## config.mk

```make
export PLATFORM = sky130hd
export DESIGN_NAME = adc_mux_select
export DESIGN_NICKNAME = d
export VERILOG_FILES = /design/src/rtl/adc_mux_pkg.sv /design/src/rtl/sel_decode_if.sv /design/src/rtl/adc_mux_select.sv /design/src/rtl/mux_code_decoder.sv
export SDC_FILE = /design/constraint.sdc
export NUM_CORES = 1
export LEC_CHECK = 0
export BUFFER_PORTS_ARGS = -buffer_cell sky130_fd_sc_hd__buf_2
export CORE_MARGIN = 2
export CORE_UTILIZATION = 44
export DETAILED_ROUTE_END_ITERATION = 7
export PLACE_DENSITY = 0.76
export SETUP_SLACK_MARGIN = 0.4
export SLEW_MARGIN = 40
export SYNTH_ARGS = -nofsm -noshare
export SYNTH_HDL_FRONTEND = slang
export SYNTH_SLANG_ARGS = --single-unit
```

## constraint.sdc

```tcl
create_clock -name MCLK_I -period 1.56 [get_ports MCLK_I]
set_input_delay 0.312 -clock MCLK_I [delete_from_list [all_inputs] [get_ports MCLK_I]]
set_output_delay 0.312 -clock MCLK_I [all_outputs]
set_load 0.01 [all_outputs]
```

## src/rtl/adc_mux_pkg.sv

```systemverilog
// ==========================================================
// Constants for the input selector block
// ==========================================================
package adc_mux_pkg;
   // Register byte offsets on the bus
   localparam logic [31:0] OFS_CONFIG_REG_ZERO = 32'h0000_0000;
   localparam logic [31:0] OFS_INPUT_SELECT = 32'h0000_0004;
   localparam logic [31:0] OFS_STATUS = 32'h0000_0008;
   // Reset values
   localparam logic [1:0] CS_SEL_RST = 2'h0;
   localparam logic [7:0] INPUT_SELECT_RST = 8'h01;
   // Field positions of config_reg_zero
   localparam int CS_SEL_LSB = 0;
   localparam int CS_SEL_MSB = 1;
   // Field positions of the status word
   localparam int ST_SEL_LSB = 0;
   localparam int ST_SEL_MSB = 7;
   localparam int ST_AUTO_BIT = 8;
   localparam int ST_TEMP_BIT = 9;
   localparam int ST_BURN_BIT = 10;
   // Nibble layout of the select value
   localparam int POS_MSB = 7;
   localparam int POS_LSB = 4;
   localparam int NEG_MSB = 3;
   localparam int NEG_LSB = 0;
   // Source codes of one selector
   localparam logic [3:0] CODE_CH0 = 4'h0;
   localparam logic [3:0] CODE_CH7 = 4'h7;
   localparam logic [3:0] CODE_AGND = 4'h8;
   localparam logic [3:0] CODE_AVDD = 4'h9;
   localparam logic [3:0] CODE_RESERVED = 4'ha;
   localparam logic [3:0] CODE_REF_P = 4'hb;
   localparam logic [3:0] CODE_REF_M = 4'hc;
   localparam logic [3:0] CODE_TEMP_P = 4'hd;
   localparam logic [3:0] CODE_TEMP_M = 4'he;
   localparam logic [3:0] CODE_INTERNAL_COMMON_MODE = 4'hf;
   // Whole select value that picks the temperature sensor
   localparam logic [7:0] TEMP_SENSOR_SEL = 8'hde;
   // Burnout level meaning no current
   localparam logic [1:0] CS_SEL_OFF = 2'h0;
   // Bus encodings
   localparam logic [2:0] HSIZE_WORD = 3'h2;
   localparam logic [31:0] RDATA_ZERO = 32'h0000_0000;
endpackage : adc_mux_pkg

```

## src/rtl/sel_decode_if.sv

```systemverilog
`timescale 1ns/100ps
// ==========================================================
// Code to switch-enable link between selector and decoder
// ==========================================================
interface sel_decode_if;
   logic [3:0] code; // Four-bit source code
   logic [15:0] sw; // One-hot switch enables, all zero on the reserved code
   modport src (output code, input sw);
   modport dec (input code, output sw);
endinterface : sel_decode_if

```

## src/rtl/adc_mux_select.sv

```systemverilog
// The AHB-Lite slave port and the placing of the registers are this design's own decisions.
`timescale 1ns/100ps
module adc_mux_select (
   input wire logic MCLK_I,
   input wire logic RST_N_I,
   // AHB-Lite slave
   input wire logic HSEL_I,
   input wire logic [31:0] HADDR_I,
   input wire logic [1:0] HTRANS_I,
   input wire logic HWRITE_I,
   input wire logic [2:0] HSIZE_I,
   input wire logic [31:0] HWDATA_I,
   input wire logic HREADY_I,
   output logic [31:0] HRDATA_O,
   output logic HREADYOUT_O,
   output logic HRESP_O,
   // Sequencer, same clock
   input wire logic SCAN_ACTIVE_I,
   input wire logic [7:0] SCAN_SEL_I,
   // Analog switch and bias controls
   output logic [15:0] VINP_SW_O,
   output logic [15:0] VINN_SW_O,
   output logic [1:0] BURNOUT_SRC_O,
   output logic [1:0] BURNOUT_SINK_O
);
   // ==========================================================
   // Declarations
   // ==========================================================
   logic [1:0] cs_sel_reg, cs_sel_next; // Burnout level field
   logic [7:0] input_select_field_reg, input_select_field_next;
   logic wr_pend_reg, wr_pend_next; // Write data phase pending
   logic [31:0] wr_addr_reg, wr_addr_next; // Latched write address
   logic [31:0] rdata_reg, rdata_next; // Read data for data phase
   logic [7:0] applied_reg, applied_next; // Select in force
   logic [15:0] sw_p_reg, sw_p_next;
   logic [15:0] sw_n_reg, sw_n_next;
   logic [1:0] burn_reg, burn_next; // Gated burnout level
   logic temp_reg, temp_next; // Temperature sensor in use
   logic auto_reg, auto_next; // Sequencer owns selectors
   logic [7:0] eff_sel; // Select value from active owner
   logic temp_sel; // Effective value picks the sensor
   logic addr_ok; // Valid address phase seen
   logic cfg_wr; // Burnout field written this cycle
   logic sel_wr; // Select field written this cycle
   logic [31:0] status_word;

   sel_decode_if pos_if ();
   sel_decode_if neg_if ();

   // ==========================================================
   // Selector decoders
   // ==========================================================
   // Two separate instances, so no code of one limits the other
   assign pos_if.code = eff_sel[adc_mux_pkg::POS_MSB:adc_mux_pkg::POS_LSB];
   assign neg_if.code = eff_sel[adc_mux_pkg::NEG_MSB:adc_mux_pkg::NEG_LSB];

   mux_code_decoder u_pos_dec (
      .port (pos_if.dec)
   );
   mux_code_decoder u_neg_dec (
      .port (neg_if.dec)
   );

   // ==========================================================
   // Select ownership and burnout gating
   // ==========================================================
   // Sequencer output wins while it runs; field is untouched
   always_comb begin
      eff_sel = SCAN_ACTIVE_I ? SCAN_SEL_I : input_select_field_reg;
      temp_sel = (eff_sel == adc_mux_pkg::TEMP_SENSOR_SEL);
   end

   // Next values of the analog controls
   always_comb begin
      applied_next = eff_sel;
      sw_p_next = pos_if.sw;
      sw_n_next = neg_if.sw;
      auto_next = SCAN_ACTIVE_I;
      temp_next = temp_sel;
      // No conversion or shutdown term here on purpose
      if (temp_sel) begin
         burn_next = adc_mux_pkg::CS_SEL_OFF;
      end else begin
         burn_next = cs_sel_reg;
      end
   end

   // Analog controls come straight from flops, glitch free
   always_ff @(posedge MCLK_I) begin
      if (!RST_N_I) begin
         applied_reg <= adc_mux_pkg::INPUT_SELECT_RST;
         sw_p_reg <= 16'h0000;
         sw_n_reg <= 16'h0000;
         burn_reg <= adc_mux_pkg::CS_SEL_OFF;
         temp_reg <= 1'b0;
         auto_reg <= 1'b0;
      end else begin
         applied_reg <= applied_next;
         sw_p_reg <= sw_p_next;
         sw_n_reg <= sw_n_next;
         burn_reg <= burn_next;
         temp_reg <= temp_next;
         auto_reg <= auto_next;
      end
   end

   assign VINP_SW_O = sw_p_reg;
   assign VINN_SW_O = sw_n_reg;
   // Same level on source and sink, so the loop current balances
   assign BURNOUT_SRC_O = burn_reg;
   assign BURNOUT_SINK_O = burn_reg;

   // ==========================================================
   // AHB-Lite slave
   // ==========================================================
   // Zero wait states; only whole-word writes change anything
   always_comb begin
      addr_ok = HSEL_I && HTRANS_I[1] && HREADY_I;
      cfg_wr = wr_pend_reg &&
               (wr_addr_reg == adc_mux_pkg::OFS_CONFIG_REG_ZERO);
      sel_wr = wr_pend_reg &&
               (wr_addr_reg == adc_mux_pkg::OFS_INPUT_SELECT);
      status_word = adc_mux_pkg::RDATA_ZERO;
      status_word[adc_mux_pkg::ST_SEL_MSB:adc_mux_pkg::ST_SEL_LSB] =
         applied_reg;
      status_word[adc_mux_pkg::ST_AUTO_BIT] = auto_reg;
      status_word[adc_mux_pkg::ST_TEMP_BIT] = temp_reg;
      status_word[adc_mux_pkg::ST_BURN_BIT] =
         (burn_reg != adc_mux_pkg::CS_SEL_OFF);
      wr_pend_next = addr_ok && HWRITE_I &&
                     (HSIZE_I == adc_mux_pkg::HSIZE_WORD);
      wr_addr_next = addr_ok ? HADDR_I : wr_addr_reg;
      rdata_next = rdata_reg;
      if (addr_ok && !HWRITE_I) begin
         rdata_next = adc_mux_pkg::RDATA_ZERO; // Unmapped reads zero
         unique case (HADDR_I)
            adc_mux_pkg::OFS_CONFIG_REG_ZERO: begin
               rdata_next[adc_mux_pkg::CS_SEL_MSB:adc_mux_pkg::CS_SEL_LSB]
                  = cs_sel_reg;
            end
            adc_mux_pkg::OFS_INPUT_SELECT: begin
               rdata_next[adc_mux_pkg::POS_MSB:adc_mux_pkg::NEG_LSB] =
                  input_select_field_reg;
            end
            adc_mux_pkg::OFS_STATUS: begin
               rdata_next = status_word;
            end
            default: begin
               rdata_next = adc_mux_pkg::RDATA_ZERO;
            end
         endcase
      end
      // Writable in every mode, no state check
      cs_sel_next = cfg_wr ?
         HWDATA_I[adc_mux_pkg::CS_SEL_MSB:adc_mux_pkg::CS_SEL_LSB] :
         cs_sel_reg;
      // Field still accepts writes in auto mode, applied later
      input_select_field_next = sel_wr ?
         HWDATA_I[adc_mux_pkg::POS_MSB:adc_mux_pkg::NEG_LSB] :
         input_select_field_reg;
   end

   // Bus state and software fields
   always_ff @(posedge MCLK_I) begin
      if (!RST_N_I) begin
         cs_sel_reg <= adc_mux_pkg::CS_SEL_RST;
         input_select_field_reg <= adc_mux_pkg::INPUT_SELECT_RST;
         wr_pend_reg <= 1'b0;
         wr_addr_reg <= adc_mux_pkg::RDATA_ZERO;
         rdata_reg <= adc_mux_pkg::RDATA_ZERO;
      end else begin
         cs_sel_reg <= cs_sel_next;
         input_select_field_reg <= input_select_field_next;
         wr_pend_reg <= wr_pend_next;
         wr_addr_reg <= wr_addr_next;
         rdata_reg <= rdata_next;
      end
   end

   assign HRDATA_O = rdata_reg;
   assign HREADYOUT_O = 1'b1;
   assign HRESP_O = 1'b0; // Always OKAY
endmodule : adc_mux_select

```

## src/rtl/mux_code_decoder.sv

```systemverilog
`timescale 1ns/100ps
// ==========================================================
// One single-ended selector: code to one-hot switch, no switch on the reserved code
// ==========================================================
module mux_code_decoder (
   sel_decode_if.dec port
);
   // Reserved code closes no switch, leaving the input floating
   always_comb begin
      port.sw = 16'h0000;
      if (port.code != adc_mux_pkg::CODE_RESERVED) begin
         port.sw[port.code] = 1'b1;
      end
   end
endmodule : mux_code_decoder

```

=== After elaboration in Yosys (flattened, before gate mapping) ===
Cells that the tools add are included.

* Input bits: 83
* Flip-flop bits (word level): 119
* Word-level logic and storage cells: 47

* Equal/unequal tests: 7
* Order comparisons: 4
* Reductions and logical operators: 16
* Bitwise operators: 1
* Mux-type cells: 8

{| class="wikitable"
|+ Operators by type and width
! kind !! count
|-
| equality test 32 x 3 -> 1 bit (second input constant) || 2
|-
| logical NOT 32 bit || 2
|-
| equality test 32 x 4 -> 1 bit (second input constant) || 1
|-
| one-hot mux 6 bit (2 select lines) || 1
|-
| less-than comparator 4 x 5 -> 1 bit (second input constant) || 2
|-
| logical AND 1 bit || 9
|-
| demux 1 bit (select 4 bit) || 2
|-
| equality test 8 bit (second input constant) || 1
|-
| >= comparator 4 x 1 -> 1 bit (second input constant) || 2
|-
| two-way mux 8 bit || 1
|-
| inequality test 4 bit (second input constant) || 2
|-
| one-hot mux 2 bit (3 select lines) || 1
|-
| AND reduction 2 bit || 2
|-
| equality test 3 x 2 -> 1 bit (second input constant) || 1
|-
| two-way mux 3 bit || 1
|-
| two-way mux 1 bit || 2
|-
| nonzero test 2 bit || 1
|-
| OR reduction 2 bit || 1
|-
| logical NOT 1 bit || 1
|-
| inverter 1 bit || 1
|}

=== Logic depth before layout (Yosys ltp) ===
* Depth in word-level cells: 5
* Depth in mapped cells: 7
* Mapped depth without buffers: 4

=== Hierarchy ===
A second synthesis with hierarchy kept.

* Cell total of the unflattened synthesis: 462
* Area, all modules: 4414.2 µm²

{| class="wikitable"
|+ By module, submodules not included
! module !! area an instance (µm²) !! cells each !! sequential area each (µm²) !! times used
|-
| adc_mux_select || 3911.3 || 420 || 1961.9 || 1
|-
| mux_code_decoder (u_neg_dec) || 270.3 || 21 || 0.0 || 1
|-
| mux_code_decoder (u_pos_dec) || 232.7 || 21 || 0.0 || 1
|}

=== Least setup slack after synthesis ===
No wires, ideal clock.

* Path kind: input-to-reg
* Start: input port HADDR_I[11]
* End: register rdata_reg[0], in the netlist HRDATA_O[0]
* Data required time: 1.468 ns
* Path slack: -0.075 ns
* Library setup time: 0.092 ns
* Arrival: 1.543 ns
* Stages on the path: 4
* Buffers on the path: 0
* Cells stage by stage: or4_4 > and4bb_4 > nand3_1 > o32ai_1

* Longest elaborated chain between the ends: 2

{| class="wikitable"
|+ Ends and longest elaborated chain
! what !! line !! text
|-
| start: declaration || adc_mux_select.sv:8 || <nowiki>input wire logic [31:0] HADDR_I,</nowiki>
|-
| equality test 32 x 4 -> 1 bit, or another cell as far along || adc_mux_select.sv:136 || <nowiki>unique case (HADDR_I)</nowiki>
|-
| one-hot mux 2 bit (3 select lines) * || adc_mux_select.sv:136 ||
|-
| end signal: assignment || adc_mux_select.sv:170 || <nowiki>rdata_reg <= adc_mux_pkg::RDATA_ZERO;</nowiki>
|-
| end signal: assignment || adc_mux_select.sv:176 || <nowiki>rdata_reg <= rdata_next;</nowiki>
|-
| end: declaration || adc_mux_select.sv:33 || <nowiki>logic [31:0] rdata_reg, rdata_next;</nowiki>
|}

Every way passes the cells marked *; elsewhere a longest branch is shown, timed or not.
A chain may end at the register's enable or synchronous reset.

=== Worst setup path in the final report ===
* Start: register wr_addr_reg[26]
* End: register input_select_field_reg[1]

* Longest elaborated chain between the ends: 2

{| class="wikitable"
|+ Ends and longest elaborated chain
! what !! line !! text
|-
| start: declaration || adc_mux_select.sv:32 || <nowiki>logic [31:0] wr_addr_reg, wr_addr_next;</nowiki>
|-
| start signal: assignment || adc_mux_select.sv:169 || <nowiki>wr_addr_reg <= adc_mux_pkg::RDATA_ZERO;</nowiki>
|-
| start signal: assignment || adc_mux_select.sv:175 || <nowiki>wr_addr_reg <= wr_addr_next;</nowiki>
|-
| equality test 32 x 3 -> 1 bit || adc_mux_select.sv:122 || <nowiki>(wr_addr_reg == adc_mux_pkg::OFS_INPUT_SELECT);</nowiki>
|-
| logical AND 1 bit || adc_mux_select.sv:121 || <nowiki>sel_wr = wr_pend_reg &&</nowiki>
|-
| end signal: assignment || adc_mux_select.sv:167 || <nowiki>input_select_field_reg <= adc_mux_pkg::INPUT_SELECT_RST;</nowiki>
|-
| end signal: assignment || adc_mux_select.sv:173 || <nowiki>input_select_field_reg <= input_select_field_next;</nowiki>
|-
| end: declaration || adc_mux_select.sv:30 || <nowiki>logic [7:0] input_select_field_reg, input_select_field_next;</nowiki>
|}

No other way between the ends.

==> results_dict.tcl <==
set metrics [dict create \
    die_w_um 99.8 \
    area_delta_synth_final_pct 33.0 \
    routedWlPerCell_um 14.4 \
    run_status "finished with violations" \
    crit_buf_inv 2 \
    drcViolationCount 0 \
    ys_seq_elements 98 \
    first_global_vias 3233 \
    die_area_um2 9950 \
    largest_register_ffs 32 \
    end_kind "register" \
    synth.distinct_cells 49 \
    yosysWarnings 0 \
    layout_common_cells "nand2_1 (96), buf_2 (79), dfxtp_1 (67), nor2_1 (36), a21boi_0 (33)" \
    numCtsBuffers 9 \
    ant_nets 0 \
    cellPowerDensity_nw_per_um2 900 \
    drv_cap 0 \
    tritoncts "yes" \
    crit_type "reg2reg" \
    grt_max_degree 37 \
    netlist_instances 450 \
    fin_skew_ns 0.00879 \
    failed_checks "setup timing" \
    ys_seq_area_share_pct 48.6 \
    fillers 721 \
    synth_area_um2 4040 \
    placed_cells 659 \
    drt_iter0_drc 151 \
    htree_levels 3 \
    rsz0062_at_grt "yes" \
    crit_arrival_ns 1.87 \
    required_ns 1.85 \
    dpl_worst_slack_ns -0.247 \
    cpPeakStageDelay_ns 0.35 \
    grt-ovfl-total 0 \
    gp_congestion 0.856 \
    async_flop_share_pct 0 \
    clkTransAtPathRegs_ns 0.10 \
    multi_input_area_um2 1980 \
    drt-total-wl_mm 9.85 \
    vias_per_cell 5.18 \
    slew_viol_final 0 \
    grt_pass1_wl_mm 15.5 \
    grt_use_total_pct 19.6 \
    path_cells "nor4b_4 > nand4_1 > buf_4 > nor3_4 > buf_12 > mux2i_2" \
    p_leak_uw 0.00218 \
    via_count 3540 \
    path_delay_family "simple AND/OR/NAND/NOR gates" \
    fmax_mhz 631 \
    num_rows 34 \
    syn_area_per_cell_um2 8.97 \
    synth_ff_type "dfxtp_1" \
    clkLatencyLatePin_ns 0.37 \
    coreArea_um2 8810 \
    antenna_found_initial 0 \
    layout_commonest_cell "nand2_1" \
    hold_class "in2reg" \
    slowest_stage "dfxtp_2" \
    initial_core_util_pct 45.8 \
    drive_gt1_share_pct 37.9 \
    post-dp-hpwl_mm 6.87 \
    die_h_um 99.8 \
    port_buffers 104 \
    root_buffer "clkbuf_8" \
    io_pins 153 \
    cts_max_path_buffers 2 \
    cp-start-kind "register" \
    finalHoldViolCount 0 \
    nets 653 \
    cts_sinks 98 \
    synth_edf_count 0 \
    cp_max_fo 8 \
    finalSetupViolations 1 \
    seqCellArea_um2 2010 \
    cts_hold_buf 0 \
    stdcell_count 683 \
    period_needed_ns 1.58 \
    finalCritPeriodShare_pct 102 \
    peakVddDrop_mv 0.713 \
    worst_slack_ns -0.0245 \
    drt_pre_antenna_iters 4 \
    antenna_cells 0 \
]
## final cells by class
class	count	area share, %
Clock buffer	9	2.31
Clock inverter	7	1.77
Inverter	6	0.420
Multi-Input combinational cell	318	37.0
Sequential cell	98	37.4
Tap cell	108	2.52
Timing Repair Buffer	137	18.6
## synth_stat cells (5+ instances only)
library cell / count / share of area, %
nor4_1: 11 / 1.7
nor3_1: 5 / 0.62
nor3b_1: 5 / 0.93
buf_4: 25 / 4.7
inv_1: 5 / 0.47
a21boi_0: 33 / 6.1
clkbuf_1: 14 / 1.3
dfxtp_1: 98 / 49
o21ai_0: 11 / 1.4
nand2_1: 96 / 8.9
nor2_1: 38 / 3.5
mux2i_1: 18 / 4.5
a31oi_1: 10 / 1.6
nor2b_1: 10 / 1.6
nand4_1: 15 / 2.3
## metrics by stage
| stage | power [µW] | TNS [ns] | cell area, µm² | hold WS (ns) | utilization [%] |
|---|---|---|---|---|---|
| after floorplan | 2930 | -0.369 | 4220 | 0.438 | - |
| after global placement | 3040 | -2.35 | 4690 | 0.450 | 53.2 |
| after detailed placement | 3060 | -2.79 | 4690 | 0.456 | 53.2 |
| after CTS | 4840 | 0 | 5200 | 0.162 | 59.1 |
| after global routing | 5010 | -0.487 | 5370 | 0.173 | 60.9 |
| final | 4830 | -0.0245 | 5370 | 0.172 | 60.9 |
## cells by family (layout without fill, tap and decap cells)
group | after synthesis | count (layout) | share of synthesized area, %
mux | 18 | 18 | 4.47
simple gates | 205 | 205 | 24.8
compound gates | 70 | 70 | 12.1
flops | 98 | 98 | 48.6
buf+inv | 57 | 159 | 9.83
other cells | 2 | 25 | 0.186
## worst min-delay path, delay by kind of cell
| kind | cells | cell delay [ns] |
|---|---|---|
| buffers and inverters | 1 | 0.10 |
| multiplexers | 1 | 0.06 |
| AND/OR/NAND/NOR | 1 | 0.05 |
## power breakdown
part	total, µW	switching (µW)	internal (µW)
sequential	2590	33.1	2550
clock	1760	974	788
combinational	483	269	213
total	4830	1280	3550
## metal layers
layer | vias to the layer above | GRT usage, % | share of wire (%)
met1 | 1654 | 25.1 | 44
met2 | 153 | 32.1 | 48
met4 | 0 | 5.48 | 0.72
met3 | 6 | 6.04 | 7.2
met5 | - | 0 | 0
li1 | 1727 | - | -
## final timing paths
path	from	end	slack, ns	cells after the start
max	wr_addr_reg[26]$_SDFFE_PN0P_	input_select_field_reg[1]$_SDFFE_PN0P_	-0.02	6
min	HWDATA_I[7]	input_select_field_reg[7]$_SDFFE_PN0P_	0.17	3
max reg2reg	wr_addr_reg[26]$_SDFFE_PN0P_	input_select_field_reg[1]$_SDFFE_PN0P_	-0.02	6
min reg2reg	cs_sel_reg[0]$_SDFFE_PN0P_	BURNOUT_SINK_O[0]$_SDFF_PP0_	0.47	1
## repair_timing
action | 4_1_cts | 5_1_grt
resized for setup | 52 | 37
setup endpoints to repair | 45 | 81
gates cloned | 1 | 0
pin swaps | 21 | 18
buffers inserted | 5 | 2
Note: power is estimated with default switching activity, not from simulation.
